`config.mk`:
```
export PLATFORM = sky130hd
export DESIGN_NAME = swr_slave
export DESIGN_NICKNAME = d
export VERILOG_FILES = /design/src/core/swr_pkg.sv /design/src/core/swr_fifo.sv /design/src/core/swr_line.sv /design/src/core/swr_slave.sv
export SDC_FILE = /design/constraint.sdc
export NUM_CORES = 1
export LEC_CHECK = 0
export CAP_MARGIN = 20
export CORE_MARGIN = 4
export CORE_UTILIZATION = 60
export CTS_CLUSTER_SIZE = 16
export DETAILED_ROUTE_END_ITERATION = 10
export DONT_BUFFER_PORTS = 1
export GPL_TIMING_DRIVEN = 1
export PLACE_DENSITY = 0.76
export SYNTH_ARGS = -nofsm -noshare
export SYNTH_HDL_FRONTEND = slang
export SYNTH_SLANG_ARGS = --single-unit
```
`constraint.sdc`:
```
create_clock -name clock_i -period 5 [get_ports clock_i]
set_clock_uncertainty 0.2 [all_clocks]
set_input_delay 1 -clock clock_i [delete_from_list [all_inputs] [get_ports clock_i]]
set_output_delay 1 -clock clock_i [all_outputs]
set_load 0.02 [all_outputs]
```
`src/core/swr_pkg.sv`:
```
package swr_pkg;

  // ==========================================================================
  // Clock and timing
  // ==========================================================================
  localparam int unsigned CLK_HZ                 = 10_000_000;
  localparam int unsigned CLK_NS                 = 1_000_000_000 / CLK_HZ;
  localparam int unsigned RESET_LOW_TIME_US      = 480;
  localparam int unsigned RESET_DETECT_CYC       = (RESET_LOW_TIME_US * 1000 + CLK_NS - 1)
                                                   / CLK_NS;
  localparam int unsigned PRESENCE_WAIT_TIME_US  = 30;
  localparam int unsigned PRESENCE_WAIT_CYC      = (PRESENCE_WAIT_TIME_US * 1000) / CLK_NS;
  localparam int unsigned PRESENCE_LOW_TIME_US   = 120;
  localparam int unsigned PRESENCE_LOW_CYC       = (PRESENCE_LOW_TIME_US * 1000) / CLK_NS;
  localparam int unsigned SLOT_SAMPLE_TIME_US    = 30;
  localparam int unsigned SLOT_SAMPLE_CYC        = (SLOT_SAMPLE_TIME_US * 1000) / CLK_NS;
  localparam int unsigned IDLE_LOW_TIME_US       = 120;
  localparam int unsigned IDLE_LOW_CYC           = (IDLE_LOW_TIME_US * 1000) / CLK_NS;
  localparam int unsigned TMR_W                  = 13;

  // ==========================================================================
  // Command codes
  // ==========================================================================
  localparam logic [7:0] CMD_READ_ROM    = 8'h33;
  localparam logic [7:0] CMD_MATCH_ROM   = 8'h55;
  localparam logic [7:0] CMD_SKIP_ROM    = 8'hCC;
  localparam logic [7:0] CMD_SEARCH_ROM  = 8'hF0;
  localparam logic [7:0] CMD_WRITE_APP   = 8'h99;
  localparam logic [7:0] CMD_READ_STATUS = 8'h66;
  localparam logic [7:0] CMD_READ_APP    = 8'hC3;
  localparam logic [7:0] CMD_COPY_LOCK   = 8'h5A;
  localparam logic [7:0] KEY_STATUS      = 8'h00;
  localparam logic [7:0] KEY_COPY_LOCK   = 8'hA5;

  // ==========================================================================
  // Status byte and register layout
  // ==========================================================================
  localparam logic [7:0] STATUS_UNLOCKED = 8'hFF;
  localparam logic [7:0] STATUS_LOCKED   = 8'hFC;
  localparam logic [2:0] ADDR_LAST       = 3'h7;
  localparam int unsigned APP_BYTES      = 8;
  localparam int unsigned FIFO_DEPTH     = 32;
  localparam int unsigned FIFO_WIDTH     = 8;

  typedef enum logic [10:0] {
    ST_IDLE    = 11'h001,
    ST_ROM_CMD = 11'h002,
    ST_ROM_TX  = 11'h004,
    ST_MATCH   = 11'h008,
    ST_SEARCH  = 11'h010,
    ST_MEM_CMD = 11'h020,
    ST_ADDR    = 11'h040,
    ST_WR_DATA = 11'h080,
    ST_RD_DATA = 11'h100,
    ST_KEY     = 11'h200,
    ST_WAIT    = 11'h400
  } swr_state_t;

  typedef enum logic [1:0] {
    SR_BIT  = 2'h0,
    SR_COMP = 2'h1,
    SR_PICK = 2'h2
  } swr_srch_t;

  typedef struct packed {
    logic       rst_pulse;
    logic       slot;
    logic       sampled;
  } swr_slot_t;

  typedef struct packed {
    logic [2:0] addr;
    logic [7:0] data;
  } swr_wr_t;

endpackage

```
`src/core/swr_fifo.sv`:
```
module swr_fifo #(
  parameter int unsigned WIDTH = 8,
  parameter int unsigned DEPTH = 32
) (
  input  wire logic             clock_i,
  input  wire logic             reset_i,
  input  wire logic             flush_i,
  input  wire logic [WIDTH-1:0] in_data_i,
  input  wire logic             in_valid_i,
  output logic                  in_ready_o,
  output logic      [WIDTH-1:0] out_data_o,
  output logic                  out_valid_o,
  input  wire logic             out_ready_i
);
  localparam int unsigned AW = $clog2(DEPTH);

  logic [WIDTH-1:0] mem_q [DEPTH];
  logic [AW-1:0]    wr_q;
  logic [AW-1:0]    rd_q;
  logic [AW:0]      cnt_q;
  logic             push;
  logic             pop;

  assign in_ready_o  = (cnt_q != DEPTH[AW:0]);
  assign out_valid_o = (cnt_q != '0);
  assign push        = in_valid_i && in_ready_o;
  assign pop         = out_valid_o && out_ready_i;
  assign out_data_o  = mem_q[rd_q];

  always_ff @(posedge clock_i) begin
    if (push) begin
      mem_q[wr_q] <= in_data_i;
    end
  end

  always_ff @(posedge clock_i) begin
    if (reset_i || flush_i) begin
      wr_q  <= '0;
      rd_q  <= '0;
      cnt_q <= '0;
    end else begin
      if (push) begin
        wr_q <= wr_q + 1'b1;
      end
      if (pop) begin
        rd_q <= rd_q + 1'b1;
      end
      cnt_q <= cnt_q + {{AW{1'b0}}, push} - {{AW{1'b0}}, pop};
    end
  end

endmodule

```
`src/core/swr_line.sv`:
```
module swr_line
  import swr_pkg::*;
(
  input  wire logic      clock_i,
  input  wire logic      reset_i,
  input  wire logic      line_i,
  input  wire logic      send_zero_i,
  output swr_pkg::swr_slot_t ev_o,
  output logic           line_oe_n_o,
  output logic           line_o,
  output logic           idle_low_o
);
  logic                  prev_q;
  logic [TMR_W-1:0]      low_q;
  logic [TMR_W-1:0]      tmr_q;
  logic                  slot_q;
  logic                  drive_q;
  logic                  pres_q;
  logic                  pwait_q;
  swr_slot_t             ev_q;
  logic                  fall;
  logic                  rise;

  assign fall        = prev_q && !line_i;
  assign rise        = !prev_q && line_i;
  assign line_o      = 1'b0;
  assign line_oe_n_o = !(drive_q || pres_q);
  assign ev_o        = ev_q;
  assign idle_low_o  = (low_q >= TMR_W'(IDLE_LOW_CYC));

  always_ff @(posedge clock_i) begin
    if (reset_i) begin
      prev_q <= 1'b1;
      low_q  <= '0;
    end else begin
      prev_q <= line_i;
      if (line_i) begin
        low_q <= '0;
      end else if (low_q != '1) begin
        low_q <= low_q + 1'b1;
      end
    end
  end

  // Slot timing, sampling and presence
  always_ff @(posedge clock_i) begin
    if (reset_i) begin
      tmr_q   <= '0;
      slot_q  <= 1'b0;
      drive_q <= 1'b0;
      pres_q  <= 1'b0;
      pwait_q <= 1'b0;
      ev_q    <= '0;
    end else begin
      ev_q <= '0;
      if (rise && low_q >= TMR_W'(RESET_DETECT_CYC)) begin
        ev_q.rst_pulse <= 1'b1;
        pwait_q        <= 1'b1;
        slot_q         <= 1'b0;
        drive_q        <= 1'b0;
        tmr_q          <= '0;
      end else if (pwait_q) begin
        tmr_q <= tmr_q + 1'b1;
        if (tmr_q == TMR_W'(PRESENCE_WAIT_CYC - 1)) begin
          pwait_q <= 1'b0;
          pres_q  <= 1'b1;
          tmr_q   <= '0;
        end
      end else if (pres_q) begin
        tmr_q <= tmr_q + 1'b1;
        if (tmr_q == TMR_W'(PRESENCE_LOW_CYC - 1)) begin
          pres_q <= 1'b0;
        end
      end else if (fall && !slot_q) begin
        slot_q  <= 1'b1;
        drive_q <= send_zero_i;
        tmr_q   <= '0;
      end else if (slot_q) begin
        tmr_q <= tmr_q + 1'b1;
        if (tmr_q == TMR_W'(SLOT_SAMPLE_CYC - 1)) begin
          slot_q       <= 1'b0;
          drive_q      <= 1'b0;
          ev_q.slot    <= 1'b1;
          ev_q.sampled <= line_i;
        end
      end
    end
  end

endmodule

```
`src/core/swr_slave.sv`:
```
// Functional notes
// - Write-app command takes a start address, then bytes stored with address increment.
// - Write address wraps from 07h to 00h; bytes accepted until reset pulse.
// - When locked, write sequence is accepted but its data is discarded.
// - Status read needs validation byte 00h before the status byte is sent.
// - Status byte has its two low bits cleared when locked, others one.
// - A reset pulse ends a status read at any time.
// - Read-app returns scratchpad while unlocked, application register once locked.
// - Read-app takes a start address, increments and wraps 07h to 00h.
// - Copy-and-lock with key A5h copies the scratchpad and write-protects it.
// - A reset pulse instead of the key cancels copy-and-lock.
// - Copy-and-lock runs once; later writes to the register are refused.
// - Line idles high; low longer than 120 us resets the device.
// - Reset, presence, ROM command, memory command, then data, in order.
// - Read-ROM sends family code, serial number, then CRC.
// - Match-ROM compares 64 bits; only an exact match goes on.
// - Skip-ROM goes straight to the memory command.
// - Search sends bit and complement, then stays only if master bit matches.
// - Presence waits after reset rise, then drives the line low.
// - Every slot starts on the master falling edge; write slots sampled later.
// - Read slot zero holds the line low; a one leaves it alone.
// - All bytes travel least significant bit first.
// - Status reads FCh once locked and FFh before.
module swr_slave
  import swr_pkg::*;
#(
  parameter logic [63:0] ROM_ID = 64'h0000_0000_0000_0001 // Arbitrary identity value
) (
  input  wire logic       clock_i,
  input  wire logic       reset_i,
  input  wire logic       line_i,
  output logic            line_o,
  output logic            line_oe_n_o,
  output logic            locked_o,
  output logic      [7:0] lock_status_byte_o,
  output logic     [63:0] app_reg_o
);
  // ==========================================================================
  // Line front end and write-data buffer
  // ==========================================================================
  swr_slot_t       ev;
  logic            idle_low;
  logic            send_zero;
  logic            bus_rst;

  swr_state_t      st_q;
  swr_srch_t       srch_q;
  logic [7:0]      sh_q;
  logic [2:0]      bit_q;
  logic [5:0]      rom_q;
  logic [7:0]      cmd_q;
  logic [2:0]      addr_q;
  logic            tx_q;
  logic            match_q;
  logic [7:0]      scr_q [APP_BYTES];
  logic [7:0]      app_q [APP_BYTES];
  logic            locked_q;
  logic [7:0]      tx_byte;
  logic            tx_bit;
  logic            rom_bit;
  logic            byte_done;
  logic [7:0]      rx_byte;
  swr_wr_t         wr_in;
  swr_wr_t         wr_out;
  logic            wr_valid;
  logic            wr_ready;
  logic            wr_push;
  logic            wr_out_valid;

  assign bus_rst = ev.rst_pulse || idle_low;

  swr_line u_line (
    .clock_i     (clock_i),
    .reset_i     (reset_i),
    .line_i      (line_i),
    .send_zero_i (send_zero),
    .ev_o        (ev),
    .line_oe_n_o (line_oe_n_o),
    .line_o      (line_o),
    .idle_low_o  (idle_low)
  );

  assign wr_in = '{addr: addr_q, data: rx_byte};

  swr_fifo #(
    .WIDTH (3 + FIFO_WIDTH),
    .DEPTH (FIFO_DEPTH)
  ) u_fifo (
    .clock_i     (clock_i),
    .reset_i     (reset_i),
    .flush_i     (1'b0),
    .in_data_i   (wr_in),
    .in_valid_i  (wr_push),
    .in_ready_o  (wr_ready),
    .out_data_o  (wr_out),
    .out_valid_o (wr_out_valid),
    .out_ready_i (1'b1)
  );

  // ==========================================================================
  // Bit source for read slots
  // ==========================================================================
  assign rom_bit  = ROM_ID[rom_q];
  assign rx_byte  = {ev.sampled, sh_q[7:1]};
  assign byte_done = ev.slot && (bit_q == 3'h7);
  assign lock_status_byte_o = locked_q ? STATUS_LOCKED : STATUS_UNLOCKED;
  assign locked_o = locked_q;

  always_comb begin
    tx_byte = STATUS_UNLOCKED;
    if (cmd_q == CMD_READ_STATUS) begin
      tx_byte = lock_status_byte_o;
    end else if (locked_q) begin
      tx_byte = app_q[addr_q];
    end else begin
      tx_byte = scr_q[addr_q];
    end
  end

  always_comb begin
    tx_bit = 1'b1;
    unique case (st_q)
      ST_ROM_TX:  tx_bit = rom_bit;
      ST_SEARCH:  tx_bit = (srch_q == SR_BIT)  ? rom_bit :
                           (srch_q == SR_COMP) ? !rom_bit : 1'b1;
      ST_RD_DATA: tx_bit = tx_byte[bit_q];
      default:    tx_bit = 1'b1;
    endcase
  end

  assign send_zero = tx_q && !tx_bit;

  // ==========================================================================
  // Protocol sequencer
  // ==========================================================================
  always_ff @(posedge clock_i) begin
    if (reset_i) begin
      st_q    <= ST_IDLE;
      srch_q  <= SR_BIT;
      sh_q    <= '0;
      bit_q   <= '0;
      rom_q   <= '0;
      cmd_q   <= '0;
      addr_q  <= '0;
      tx_q    <= 1'b0;
      match_q <= 1'b0;
    end else if (bus_rst) begin
      st_q    <= ST_ROM_CMD;
      bit_q   <= '0;
      rom_q   <= '0;
      tx_q    <= 1'b0;
      srch_q  <= SR_BIT;
      match_q <= 1'b1;
    end else if (ev.slot) begin
      sh_q  <= rx_byte;
      bit_q <= bit_q + 1'b1;
      unique case (st_q)
        ST_IDLE, ST_WAIT: begin
          bit_q <= '0;
        end
        ST_ROM_CMD: begin
          if (byte_done) begin
            unique case (rx_byte)
              CMD_READ_ROM:   begin st_q <= ST_ROM_TX; tx_q <= 1'b1; end
              CMD_MATCH_ROM:  st_q <= ST_MATCH;
              CMD_SKIP_ROM:   st_q <= ST_MEM_CMD;
              CMD_SEARCH_ROM: begin st_q <= ST_SEARCH; tx_q <= 1'b1; end
              default:        st_q <= ST_WAIT;
            endcase
          end
        end
        ST_ROM_TX: begin
          rom_q <= rom_q + 1'b1;
          if (rom_q == 6'h3F) begin
            st_q <= ST_MEM_CMD;
            tx_q <= 1'b0;
          end
        end
        ST_MATCH: begin
          rom_q <= rom_q + 1'b1;
          if (ev.sampled != rom_bit) begin
            match_q <= 1'b0;
          end
          if (rom_q == 6'h3F) begin
            st_q <= (match_q && ev.sampled == rom_bit) ? ST_MEM_CMD : ST_WAIT;
          end
        end
        ST_SEARCH: begin
          bit_q <= '0;
          unique case (srch_q)
            SR_BIT:  srch_q <= SR_COMP;
            SR_COMP: begin srch_q <= SR_PICK; tx_q <= 1'b0; end
            default: begin
              srch_q <= SR_BIT;
              tx_q   <= 1'b1;
              rom_q  <= rom_q + 1'b1;
              if (ev.sampled != rom_bit) begin
                st_q <= ST_WAIT;
                tx_q <= 1'b0;
              end else if (rom_q == 6'h3F) begin
                st_q <= ST_MEM_CMD;
                tx_q <= 1'b0;
              end
            end
          endcase
        end
        ST_MEM_CMD: begin
          if (byte_done) begin
            cmd_q <= rx_byte;
            unique case (rx_byte)
              CMD_WRITE_APP, CMD_READ_APP: st_q <= ST_ADDR;
              CMD_READ_STATUS, CMD_COPY_LOCK: st_q <= ST_KEY;
              default: st_q <= ST_WAIT;
            endcase
          end
        end
        ST_ADDR: begin
          if (byte_done) begin
            addr_q <= rx_byte[2:0];
            if (cmd_q == CMD_READ_APP) begin
              st_q <= ST_RD_DATA;
              tx_q <= 1'b1;
            end else begin
              st_q <= ST_WR_DATA;
            end
          end
        end
        ST_WR_DATA: begin
          if (byte_done) begin
            addr_q <= addr_q + 1'b1;
          end
        end
        ST_RD_DATA: begin
          if (byte_done && cmd_q == CMD_READ_APP) begin
            addr_q <= addr_q + 1'b1;
          end
        end
        ST_KEY: begin
          if (byte_done) begin
            if (cmd_q == CMD_READ_STATUS && rx_byte == KEY_STATUS) begin
              st_q <= ST_RD_DATA;
              tx_q <= 1'b1;
            end else begin
              st_q <= ST_WAIT;
            end
          end
        end
        default: st_q <= ST_IDLE;
      endcase
    end
  end

  // ==========================================================================
  // Register scratchpad, application register and lock
  // ==========================================================================
  assign wr_valid = (st_q == ST_WR_DATA) && byte_done && !bus_rst;
  assign wr_push  = wr_valid && wr_ready && !locked_q;

  always_ff @(posedge clock_i) begin
    if (reset_i) begin
      for (int i = 0; i < APP_BYTES; i++) begin
        scr_q[i] <= 8'hFF;
      end
    end else if (wr_out_valid && !locked_q) begin
      scr_q[wr_out.addr] <= wr_out.data;
    end
  end

  always_ff @(posedge clock_i) begin
    if (reset_i) begin
      locked_q <= 1'b0;
      for (int i = 0; i < APP_BYTES; i++) begin
        app_q[i] <= 8'hFF;
      end
    end else if (!bus_rst && st_q == ST_KEY && byte_done && cmd_q == CMD_COPY_LOCK
                 && rx_byte == KEY_COPY_LOCK && !locked_q) begin
      locked_q <= 1'b1;
      for (int i = 0; i < APP_BYTES; i++) begin
        app_q[i] <= scr_q[i];
      end
    end
  end

  for (genvar g = 0; g < APP_BYTES; g++) begin : g_app
    assign app_reg_o[g*8 +: 8] = app_q[g];
  end

endmodule

```
* Word level (Yosys, flattened, before mapping)
Memory sizes are Yosys's and may differ from the RTL's. A register that Yosys moved wholly into a read port is not among the register bits.
Cells that the tools add are included.
** Word-level totals
- Input bits :: 3
- Bits in read-only memories :: 64
- Bits in registers :: 94
- Output and inout port bits :: 75
- Word-level logic and storage cells :: 272
- Memories :: 4
- Memory bits (writable) :: 480
** Operators by class
- $add $sub $neg :: 9
- Magnitude comparators :: 4
- Reductions and logical operators :: 67
- Multiplexer cells :: 96
- Equal/unequal tests :: 53
- Bitwise logic cells :: 15
** Memory list
- u_fifo.mem_q :: words 32, bits a word 11, rd ports 1, clocked after memory_dff 1, write ports 1, RTL line swr_fifo.sv:17 : logic [WIDTH-1:0] mem_q [DEPTH];
- (no name shown) :: words 64, bits a word 1, rd ports 1, clocked after memory_dff 1, write ports 0, RTL line swr_slave.sv:103 : assign rom_bit = ROM_ID[rom_q];
- app_q :: words 8, bits a word 8, rd ports 9, clocked after memory_dff 1, write ports 8, RTL line swr_slave.sv:56 : logic [7:0] app_q [APP_BYTES];
- scr_q :: words 8, bits a word 8, rd ports 9, clocked after memory_dff 1, write ports 8, RTL line swr_slave.sv:55 : logic [7:0] scr_q [APP_BYTES];
** Operators with widths (count)
- 11-bit 2-to-1 mux :: 10
- 8-bit 2-to-1 mux :: 11
- 11-bit case mux with 8 select lines :: 1
- 13-bit 2-to-1 mux :: 5
- 8-bit equality test, second input constant :: 6
- 11-bit case mux with 4 select lines :: 1
- 1-bit 2-to-1 mux :: 41
- 8-bit by 7-bit equality test with 1-bit output, second input constant :: 5
- 2-bit != test, second input constant :: 14
- 3-bit 2-to-1 mux :: 9
- 13-bit by 1-bit adder with 13-bit output, second input constant :: 2
- 11-bit case mux with 2 select lines :: 1
- 1-bit logical AND :: 20
- 6-bit 2-to-1 mux :: 3
- 3-bit != test, second input constant :: 6
- 8-bit AND reduction :: 2
- 2-bit OR reduction :: 8
- 13-bit by 11-bit equality test with 1-bit output, second input constant :: 1
- 13-bit by 9-bit equality test with 1-bit output, second input constant :: 1
- 13-bit by 11-bit >= comparator with 1-bit output, second input constant :: 1
- 13-bit >= comparator, second input constant :: 1
- 13-bit != test, second input constant :: 1
- 6-bit case mux with 2 select lines :: 1
- 2-bit nonzero test :: 6
- 55 further kinds :: 87

* Longest topological paths before layout
Gate-level depths: netlist of the first run.
- Word-level depth :: 12
- Mapped depth :: 13
- Depth with buffers taken out :: 13

* Hierarchy
Synthesis of the first run repeated with hierarchy kept, for this count alone.
** Second synthesis, totals
- Cell total of the unflattened synthesis :: 1716
- Area total of the unflattened synthesis :: 25002.7 µm²
** Modules (own cells, without submodules)
- swr_fifo :: cells each 789, instances 1, area an instance 14652.8 µm², sequential area each 10990.5 µm²
- swr_slave :: cells each 734, instances 1, area an instance 8600.7 µm², sequential area each 4784.6 µm²
- swr_line :: cells each 193, instances 1, area an instance 1749.2 µm², sequential area each 680.7 µm²

* Least setup slack after synthesis of the first run
OpenSTA, ideal clock, no wires.
- Kind :: register to register
- Start :: register sh_q[7]
- End :: memory app_q[0][0] (enable)
- Arrival :: 3.170 ns
- Path buffers :: 1
- Setup time :: 0.426 ns
- Cell stages (with the launch flop) :: 6
- Setup slack :: 1.204 ns
- Clock period less this slack :: 3.796 ns
- Required time :: 4.374 ns
- Cell sequence :: dfxtp_1 > clkbuf_1 > or4_1 > nor3_1 > nor4b_1 > or2_1
** RTL lines
- start: declaration :: RTL line swr_slave.sv:48 : logic [7:0] sh_q;
- start signal: assignment :: RTL line swr_slave.sv:155 : sh_q <= rx_byte;
- end: declaration :: RTL line swr_slave.sv:56

* Worst setup path in the final report of the first run
- Start :: register bit_q[0]
- End :: memory u_fifo.mem_q[4][1] (netlist name) (enable)
** On the way
- Cells in the longest elaborated chain, start to end :: 9
** RTL lines
- start: declaration :: RTL line swr_slave.sv:49 : logic [2:0] bit_q;
- start signal: assignment :: RTL line swr_slave.sv:156 : bit_q <= bit_q + 1'b1;
- 3-bit equality test :: RTL line swr_slave.sv:105 : assign byte_done = ev.slot && (bit_q == 3'h7);
- 1-bit logical AND :: RTL line swr_slave.sv:105
- 1-bit logical AND (2 in a row) :: RTL line swr_slave.sv:256 : assign wr_valid = (st_q == ST_WR_DATA) && byte_done && !bus_rst;
- 1-bit logical AND (2 in a row) :: RTL line swr_slave.sv:257 : assign wr_push = wr_valid && wr_ready && !locked_q;
- 1-bit logical AND :: RTL line swr_fifo.sv:26 : assign push = in_valid_i && in_ready_o;
- net u_fifo.push :: RTL line swr_fifo.sv:21 : logic push;
- 1-bit 2-to-1 mux :: RTL line swr_fifo.sv:31 : if (push) begin
- 1-bit 2-to-1 mux (not written as such) :: RTL line swr_fifo.sv:32 : mem_q[wr_q] <= in_data_i;
- end: declaration :: RTL line swr_fifo.sv:17
The timed path passes the listed nets, and every way through them passes these cells.

==> run metrics, run 1 <==
first-pass GRT wire length=82390 um; RSZ-0062 raised after global routing=no; CP Capture Point=u_fifo.mem_q[4][1]$_DFFE_PP_; worst reg2reg setup slack=1.05 ns; Starting Density=0.6121; port bufs=0; root buf cell=clkbuf_16; Die ar.=44110 um^2; syn_area_per_cell=approximately 16 um^2; Die Wd=210.0 um; Setup crit end kind=flip-flop; gpl congestion=approximately 0.9; vias per inst=roughly 6.3; Post-route DRC=0; Critical R2R Capture=u_fifo.mem_q[4][1]$_DFFE_PP_; reg2reg path depth=8; Worst-Margin Slew=around 1.1 ns; relative slew slack=0.2353; row count=73; status=finished, final reports clean; Final ANT Viol Nets=0; Inserted Diodes=0; final setup fails=0; vias in the first global route=13490; hold crit path type=input port to flip-flop; Core Region=40010 um^2; DRT Wirelength=53330 um; Yosys cell types=slightly above 80; Clock Latency Late Sink=0.61 ns; static leakage=8.401 nW; met2 usage=0.3920; Post-synth EDFFs=between 400 and 500; share of post-route cells with drive strength above 1=0.1968; Die Ht=between 200 and 250 um; First-pass DRT Iterations=5; NumNets Final=1598; # hold bufs at CTS=0; synthesized area=between 20000 and 25000 um^2; CTS tree=yes; largest net degree at the start of global routing=69; critical path launch point type=flip-flop; Final Hold Viols=0; met1 GRT Util=0.3485; Required @ worst endpoint=5.03 ns; fin crit period=3.954 ns; Inserted Clock Buffers=57; Worst-path clk slew=roughly 0.060 ns; Final period util=0.7907; most common cell after layout, fill and taps aside=edfxtp_1; Layout area overhead=10.64%; Peak VDD IR=0.0003599 V; setup TNS=0 ns; CP max FO=13; Setup crit start=bit_q[0]$_SDFFE_PN0P_; post-synthesis sequential area ratio=0.6720; synthesized flop and latch total=~580; Syn Inst Count=between 1500 and 2000; RR Startpoint=bit_q[0]$_SDFFE_PN0P_; f_max=0.2529 GHz; Post-CTS Resized=0; clk sink count=about 580; WL/cell=24.85 um; post-DP HPWL=33840 um; commonest cells after routing, fill and taps aside=edfxtp_1, mux4_2, nor2_1; Crit Path Class=flip-flop to flip-flop; GRT Residual Overflow=0; CTS H-Tree Depth=2; total power=11.43 mW; top_reg_cell synth=edfxtp_1; Hold WS=0.2632 ns; max cap viols=0; pwr dens=421.7 nW/um^2; Global Route Usage Sum=0.2434; GRT Max-Usage Layer=met2; # IOs=78; Async SR Flop Fraction=0; GR Util met3=0.04242; initial DRC count=1599; pins over their slew limit=0; Vias=around 14000; # Post-CTS Setup Buffers=0; initial antenna violation count=0; Clock Path Buffers=3; arrival time worst endpoint=between 3 and 4 ns; Ys Warns=0
[worst min-delay path by stage]
stage                                    start                     endpoint  slack (ns)  depth (start not counted)
after detailed placement  match_q$_SDFFE_PP0P_         match_q$_SDFFE_PP0P_        0.25                          2
final                                  reset_i  u_fifo.wr_q[2]$_SDFFE_PP0P_        0.26                          1
after CTS                              reset_i         sh_q[2]$_SDFFE_PP0P_        0.25                          1
after global placement    match_q$_SDFFE_PP0P_         match_q$_SDFFE_PP0P_        0.25                          2
after global routing                   reset_i  u_fifo.wr_q[4]$_SDFFE_PP0P_        0.25                          1
after floorplan           match_q$_SDFFE_PP0P_         match_q$_SDFFE_PP0P_        0.24                          2
[where the power goes]
part	internal [mW]	switching, mW	total (mW)	leakage (nW)
sequential	5.33	0.215	5.55	5.06
clock	2.51	1.79	4.29	0.922
combinational	0.791	0.795	1.59	2.42
total	8.63	2.80	11.4	8.40
[critical path, cell delays in order (launching register included)]
cell,delay (ns)
dfxtp_1,0.31
buf_4,0.20
ha_1,0.18
ha_1,0.31
inv_1,0.07
a2111o_1,0.46
nor3b_2,0.54
nand2_1,0.36
nor2_1,0.94
[per-stage QoR]
stage / area [um^2] / util / setup WS [ns] / instances
3_5_place_dp: 25140 / 0.6284 / 1.008 / 2033
4_1_cts: 27010 / 0.6751 / 1.011 / 2140
6_report: 27090 / 0.6772 / 1.047 / 2146
3_3_place_gp: 25140 / 0.6284 / 1.087 / 2033
5_1_grt: 27090 / 0.6772 / 0.7571 / 2146
2_1_floorplan: 24510 / - / 1.204 / 1547
[Yosys cell counts, types with 8 or more instances]
| cell | number | area, um^2 |
|---|---|---|
| o21ai_1 | 12 | 60.06 |
| nand3_1 | 20 | 100.1 |
| dfxtp_1 | 102 | 2042 |
| and4_1 | 9 | 78.83 |
| or3_1 | 13 | 81.33 |
| a21oi_1 | 36 | 180.2 |
| mux2i_1 | 33 | 330.3 |
| and2_1 | 8 | 50.05 |
| buf_1 | 9 | 33.78 |
| buf_4 | 15 | 112.6 |
| edfxtp_1 | 480 | 14410 |
| nor2_1 | 124 | 465.5 |
| and3_1 | 9 | 56.30 |
| xor2_1 | 21 | 183.9 |
| nand2b_1 | 55 | 344.1 |
| ha_1 | 21 | 262.8 |
| inv_1 | 24 | 90.09 |
| xnor2_1 | 15 | 131.4 |
| nor3_1 | 9 | 45.04 |
| or2_2 | 19 | 118.9 |
| nand4_1 | 29 | 181.4 |
| clkbuf_1 | 53 | 198.9 |
| nand2_1 | 119 | 446.7 |
| mux4_2 | 141 | 3176 |
| nor2b_1 | 17 | 106.4 |
| buf_2 | 8 | 40.04 |
[state kept, by name (all words and copies together), names as in the netlist, 2 cells and up, named ones only]
signal,count
scr_q,64
u_line.tmr_q,13
u_line.low_q,13
st_q,11
app_q,64
sh_q,7
srch_q,2
bit_q,3
cmd_q,8
rom_q,6
u_fifo.wr_q,5
u_line.ev_o,3
u_fifo.rd_q,5
addr_q,3
u_fifo.mem_q,352
u_fifo.cnt_q,6
[cell type report]
cell class / instances / area (um^2)
tap: 525 / 656.9
clock buffer: 71 / 1520
sequential: 582 / 16470
clock inverter: 36 / 351.6
inverter: 24 / 90.09
timing repair buffer: 54 / 455.4
multi-input combinational: 854 / 7552
fill: 2606 / 12910
[routing by layer]
| layer | up-vias | wire length (um) |
|---|---|---|
| met5 | - | 0 |
| met4 | 0 | 1479 |
| met3 | 85 | 4561 |
| met2 | 655 | 25940 |
| met1 | 6783 | 21350 |
| li1 | 6041 | - |
[cells by family (layout without fill, tap and decap cells)]
logic type,after synthesis,count (layout),synth area share
xor gates and xnor gates,36,36,0.01288
DFF,582,582,0.6720
buffers and inverters,111,185,0.02034
other,2,7,0.0003067
and+or+nand+nor,489,489,0.1043
adders and majority gates,22,22,0.01155
AOI/OAI and AO/OA,119,119,0.03224
muxes,181,181,0.1464
(Power assumes the default switching activity.)
==> run 2, diff against run 1 <==
==> constraint.sdc (replaced) <==
create_clock -name clock_i -period 4 [get_ports clock_i]
set_clock_uncertainty 0.2 [all_clocks]
set_input_delay 0.8 -clock clock_i [delete_from_list [all_inputs] [get_ports clock_i]]
set_output_delay 0.8 -clock clock_i [all_outputs]
set_load 0.02 [all_outputs]
==> run 2 against run 1 <==
Net effect:
- via count grew 2.1%
- sequential share of layout area fell by 0.23 points
- combinational power is 34% higher
- total power grew 23%
- non-clock buffer count up 29
- core utilization rose by 0.26 points
- worst hold slack got worse by 0.20 ns
- routed wire length up 2.2%
- first-iteration DRC count down 3.5%
- cell area grew 0.39%
- flip-flop and latch count unchanged
- count of clock-buffer cells in the layout increased by 4
- highest routed layer unchanged
==> run metrics, run 2 (same netlist as run 1, synthesis figures left out) <==
Seq. cell area=16470 um^2 (unchanged); Global Route Usage Sum=0.2481 (was 0.2434); Highest Signal Layer=met4 (unchanged); DRT Wirelength=54490 um (was 53330 um); row count=73 (unchanged); met1 wire length=21110 um (was 21350 um); static leakage=8.492 nW (was 8.401 nW); # fillers=2647 (was 2606); arrival time worst endpoint=3.67 ns (was 3.98 ns); share of post-route cells with drive strength above 1=0.2086 (was 0.1968); Clock Latency Late Sink=0.61 ns (about the same); First-pass DRT Iterations=8 (was 5); Final period util=0.9086 (was 0.7907); pins over their slew limit=0 (unchanged); NumNets Final=1626 (was 1598); footprint of the multi-input gates=7552 um^2 (unchanged); Inserted Diodes=0 (unchanged); Worst-path clk slew=0.06 ns (about the same); # IOs=78 (unchanged); Crit Path Class=flip-flop to flip-flop (unchanged); Post-CTS Resized=0 (unchanged); final core utilization=0.6798 (was 0.6772); relative slew slack=0.3572 (was 0.2353); CP Capture Point=scr_q[4][0]$_SDFFCE_PN1P_ (was u_fifo.mem_q[4][1]$_DFFE_PP_); # Post-CTS Setup Buffers=0 (unchanged); largest net degree at the start of global routing=65 (was 69); Required @ worst endpoint=4.04 ns (was 5.03 ns); Cell Area, Placed=25410 um^2 (was 25140 um^2); Layout Cells excl Fill=2169 (was 2146); Clock Path Buffers=3 (unchanged); Starting Density=0.6121 (unchanged); Peak VDD IR=0.0003397 V (was 0.0003599 V); fin crit period=3.634 ns (was 3.954 ns); routed length on met2=26740 um (was 25940 um); WL/cell=25.12 um (was 24.85 um); Final ANT Viol Nets=0 (unchanged); RSZ-0062 raised after global routing=no (unchanged); final setup fails=0 (unchanged); max cap viols=0 (unchanged); Core Region=40010 um^2 (unchanged); Inserted Clock Buffers=56 (was 57); first-pass GRT wire length=83460 um (was 82390 um); commonest cells after routing, fill and taps aside=edfxtp_1, mux4_2, nor2_1 (unchanged); initial DRC count=1543 (was 1599); Layout area overhead=11.07% (was 10.64%); f_max=0.2752 GHz (was 0.2529 GHz); Critical R2R Capture=scr_q[4][0]$_SDFFCE_PN1P_ (was u_fifo.mem_q[4][1]$_DFFE_PP_); Worst-Margin Slew=0.9642 ns (was 1.115 ns); hold crit path type=input port to flip-flop (unchanged); Final Hold Viols=0 (unchanged); setup TNS=0 ns (unchanged); CTS H-Tree Depth=2 (unchanged); met3 routed WL=4454 um (was 4561 um); Regs by FF count=u_fifo.mem_q: 352 flops, app_q: 64 flops, scr_q: 64 flops (unchanged); pwr dens=517.9 nW/um^2 (was 421.7 nW/um^2); Die ar.=44110 um^2 (unchanged); most common cell after layout, fill and taps aside=edfxtp_1 (unchanged); worst reg2reg setup slack=0.37 ns (was 1.05 ns); Hold WS=0.06244 ns (was 0.2632 ns); Largest register FFs=352 (unchanged); vias per inst=6.383 (was 6.321); post-DP HPWL=34890 um (was 33840 um); Setup crit end kind=flip-flop (unchanged); clk sink count=582 (unchanged); Cells after DPL=2067 (was 2033); initial antenna violation count=1 (was 0); Die Wd=210.0 um (unchanged); status=finished, final reports clean (unchanged); Vias=13850 (was 13560); Post-route DRC=0 (unchanged); root buf cell=clkbuf_16 (unchanged); CTS tree=yes (unchanged); GRT Residual Overflow=0 (unchanged); gpl congestion=0.8875 (was 0.8983); reg2reg path depth=6 (was 8); CP max FO=20 (was 13); critical path launch point type=flip-flop (unchanged); fin area=27200 um^2 (was 27090 um^2); Die Ht=210.0 um (unchanged); port bufs=0 (unchanged); # hold bufs at CTS=0 (unchanged); Most flops, register=u_fifo.mem_q (unchanged); vias in the first global route=13780 (was 13490)
==> run 2: worst min path at each step <==
stage / from / end / slack, ns / depth (start not counted)
global placement: match_q$_SDFFE_PP0P_ / match_q$_SDFFE_PP0P_ / 0.25 / 2
finish: reset_i / u_fifo.cnt_q[3]$_SDFF_PP0_ / 0.06 / 1
floorplan: match_q$_SDFFE_PP0P_ / match_q$_SDFFE_PP0P_ / 0.24 / 2
detailed placement: match_q$_SDFFE_PP0P_ / match_q$_SDFFE_PP0P_ / 0.26 / 2
CTS: reset_i / flip-flop / 0.04 / 1
global route: reset_i / flip-flop / 0.05 / 1
==> run 2: per-layer routing <==
layer / track usage / vias to the layer above
li1: - / 6081
met1: 0.3412 / 6970
met2: 0.4011 / 669
met3: 0.04584 / 125
met4: 0.09923 / 0
met5: 0 / -
==> run 2: through the flow <==
stage               power (mW)  worst slack, ns
CTS                      14.19           0.3469
global route             14.65           0.2135
global placement         9.073           0.4795
floorplan                8.516           0.2038
finish                   14.09           0.3658
detailed placement       9.124           0.3963
==> run 2: layout make-up <==
| type | instances | share of cell area |
|---|---|---|
| Inverter | 24 | 0.003312 |
| Sequential cell | 582 | 0.6054 |
| Tap cell | 525 | 0.02415 |
| Clock buffer | 75 | 0.05603 |
| Multi-Input combinational cell | 854 | 0.2777 |
| Timing Repair Buffer | 83 | 0.02457 |
| Clock inverter | 26 | 0.008833 |
==> run 2: power by group <==
part	leakage (nW)	total, mW	switching, mW	internal (mW)
registers	5.06	6.87	0.209	6.66
logic	2.56	2.13	1.08	1.05
clock network	0.867	5.09	2.16	2.92
==> run 2: worst max-delay path, cell delays in order (launching register included) <==
cell,delay (ns)
dfxtp_4,0.53
buf_12,0.25
mux4_2,0.53
mux4_2,0.47
mux2i_1,0.30
nand4_2,0.31
o21ai_1,0.66
==> run 3, diff against run 2 <==
--- a/config.mk
+++ b/config.mk
@@ -12,7 +12,7 @@
 export DETAILED_ROUTE_END_ITERATION = 10
 export DONT_BUFFER_PORTS = 1
 export GPL_TIMING_DRIVEN = 1
-export PLACE_DENSITY = 0.76
+export PLACE_DENSITY = 0.85
 export SYNTH_ARGS = -nofsm -noshare
 export SYNTH_HDL_FRONTEND = slang
 export SYNTH_SLANG_ARGS = --single-unit
==> run 3 against run 2 <==
Net effect:
- clock power up 1%
- first-iteration DRC count up 32%
- maximum frequency down 2.1%
- global-route usage up 1.5 points
- core utilization about the same
- combinational power about the same
- non-clock buffer count unchanged
- count of clock-buffer cells in the layout down 9
- total power up 0.62%
- largest cell class unchanged
==> run metrics, run 3 (same netlist as run 1, synthesis figures left out) <==
Final period util=0.9281 (was 0.9086); First-pass DRT Iterations=5 (was 8); RSZ-0062 raised after global routing=no (unchanged); row count=73 (unchanged); Final ANT Viol Nets=0 (unchanged); Clock Latency Late Sink=0.59 ns (was 0.61 ns); clk sink count=582 (unchanged); vias per inst=6.605 (was 6.383); commonest cells after routing, fill and taps aside=edfxtp_1, mux4_2, nor2_1 (unchanged); relative slew slack=0.2537 (was 0.3572); WL/cell=26.82 um (was 25.12 um); worst reg2reg setup slack=0.29 ns (was 0.37 ns); worst hold path depth=1 (unchanged); Inserted Diodes=0 (unchanged); CP max stage delay=0.77 ns (was 0.66 ns); Vias=14320 (was 13850); reg2reg path depth=6 (unchanged); Hold Startpoint=reset_i (unchanged); GRT Residual Overflow=0 (unchanged); Clock Path Buffers=3 (unchanged); # fillers=2464 (was 2647); Required @ worst endpoint=4.02 ns (was 4.04 ns); Setup crit end kind=flip-flop (unchanged); Post-route DRC=0 (unchanged); Die Wd=210.0 um (unchanged); port bufs=0 (unchanged); Die ar.=44110 um^2 (unchanged); max cap viols=0 (unchanged); Post-CTS Resized=0 (unchanged); Final Hold Viols=0 (unchanged); Die Ht=210.0 um (unchanged); Critical R2R Capture=scr_q[2][6]$_SDFFCE_PN1P_ (was scr_q[4][0]$_SDFFCE_PN1P_); Largest register FFs=352 (unchanged); initial DRC count=2037 (was 1543); initial antenna violation count=1 (unchanged); Starting Density=0.6121 (unchanged); final core utilization=0.6802 (was 0.6798); CTS tree=yes (unchanged); slowest CP cell=o21ai_1 (unchanged); crit-path cells=buf_12, mux4_2, mux4_2, mux2i_1, nand4_2, o21ai_1 (unchanged); Crit Path Class=flip-flop to flip-flop (unchanged); status=finished, final reports clean (unchanged); critical path launch point type=flip-flop (unchanged); worst path bufs/invs=1 (unchanged); most common cell after layout, fill and taps aside=edfxtp_1 (unchanged); arrival time worst endpoint=3.73 ns (was 3.67 ns); root buf cell=clkbuf_16 (unchanged); DRT Wirelength=58150 um (was 54490 um); vias in the first global route=14380 (was 13780); Most flops, register=u_fifo.mem_q (unchanged); Worst-path clk slew=0.06 ns (about the same); static leakage=8.477 nW (was 8.492 nW); final setup fails=0 (unchanged); NumNets Final=1624 (was 1626); fin crit period=3.712 ns (was 3.634 ns); cell mode on critical path=mux4_2 (unchanged); post-DP HPWL=37040 um (was 34890 um); Crit path max-delay family=multiplexers (unchanged); # IOs=78 (unchanged); setup TNS=0 ns (unchanged); hold crit path type=input port to flip-flop (unchanged); CP max FO=16 (was 20); Regs by FF count=u_fifo.mem_q: 352 flops, app_q: 64 flops, scr_q: 64 flops (unchanged); gpl congestion=0.8827 (was 0.8875); Worst-Margin Slew=1.113 ns (was 0.9642 ns); pins over their slew limit=0 (unchanged); Inserted Clock Buffers=54 (was 56); share of post-route cells with drive strength above 1=0.2088 (was 0.2086); # Post-CTS Setup Buffers=0 (unchanged); Layout area overhead=11.13% (was 11.07%); Core Region=40010 um^2 (unchanged); Hold Path Sink=match_q$_SDFFE_PP0P_ (was u_fifo.cnt_q[3]$_SDFF_PP0_); pwr dens=520.9 nW/um^2 (was 517.9 nW/um^2); # hold bufs at CTS=0 (unchanged); f_max=0.2694 GHz (was 0.2752 GHz); largest net degree at the start of global routing=63 (was 65); CTS H-Tree Depth=2 (unchanged); first-pass GRT wire length=88670 um (was 83460 um); Global Route Usage Sum=0.2635 (was 0.2481); Peak VDD IR=0.0006165 V (was 0.0003397 V)
==> run 3: cell types whose count changed in the layout (fill, tap and decap cells not counted) <==
cell        delta
inv_16         -1
clkinvlp_4     +4
clkbuf_1       -6
clkinvlp_2     +1
clkinv_1       +5
clkbuf_8       -3
bufinv_16      +2
clkinv_2       -3
==> run 3: worst max path at each step <==
stage,from,endpoint,slack [ns],depth (start not counted)
after detailed placement,flip-flop,scr_q[2][2]$_SDFFCE_PN1P_,0.35,6
after floorplan,sh_q[7]$_SDFFE_PP0P_,app_q[0][0]$_SDFFCE_PN1P_,0.20,5
after global routing,flip-flop,scr_q[2][6]$_SDFFCE_PN1P_,0.08,6
after CTS,flip-flop,scr_q[2][2]$_SDFFCE_PN1P_,0.25,6
final,flip-flop,scr_q[2][6]$_SDFFCE_PN1P_,0.29,6
after global placement,flip-flop,scr_q[0][2]$_SDFFCE_PN1P_,0.54,6
==> run 3: metal layers <==
metal,vias to the layer above,GRT usage,share of wire
li1,6080,-,-
met1,7176,0.3511,0.36
met2,926,0.4487,0.51
met3,135,0.04539,0.090
met4,2,0.08911,0.034
met5,-,0,0.00029
==> run 3: stage by stage <==
| stage | worst slack, ns | power [mW] | instances | instance area, um^2 | hold slack [ns] |
|---|---|---|---|---|---|
| floorplan | 0.2038 | 8.516 | 1547 | 24510 | 0.2437 |
| global placement | 0.5357 | 9.031 | 2067 | 25410 | 0.2498 |
| detailed placement | 0.3545 | 9.126 | 2067 | 25410 | 0.2656 |
| CTS | 0.2452 | 14.23 | 2167 | 27180 | 0.05442 |
| global route | 0.07843 | 14.67 | 2168 | 27210 | 0.08754 |
| finish | 0.2876 | 14.17 | 2168 | 27210 | 0.09216 |
==> run 3: final cells by class <==
cell class | instances | area (um^2) | area share
Clock buffer | 66 | 1460 | 0.05366
Multi-Input combinational cell | 854 | 7552 | 0.2775
Tap cell | 525 | 656.9 | 0.02414
Timing Repair Buffer | 83 | 668.1 | 0.02455
Clock inverter | 34 | 319.1 | 0.01172
Inverter | 24 | 90.09 | 0.003311
Sequential cell | 582 | 16470 | 0.6051
==> run 3: power breakdown <==
part	total [mW]	internal, mW	switching, mW
clock	5.15	2.98	2.18
combinational	2.13	1.05	1.08
sequential	6.89	6.66	0.228
total	14.2	10.7	3.48
==> run 3: worst register-to-register path, delay by kind of cell, from the launching register on <==
| family | cells | cell delay, ns |
|---|---|---|
| DFF | 1 | 0.55 |
| and+or+nand+nor | 1 | 0.31 |
| AOI/OAI and AO/OA | 1 | 0.78 |
| buffers and inverters | 1 | 0.23 |
| muxes | 3 | 1.28 |
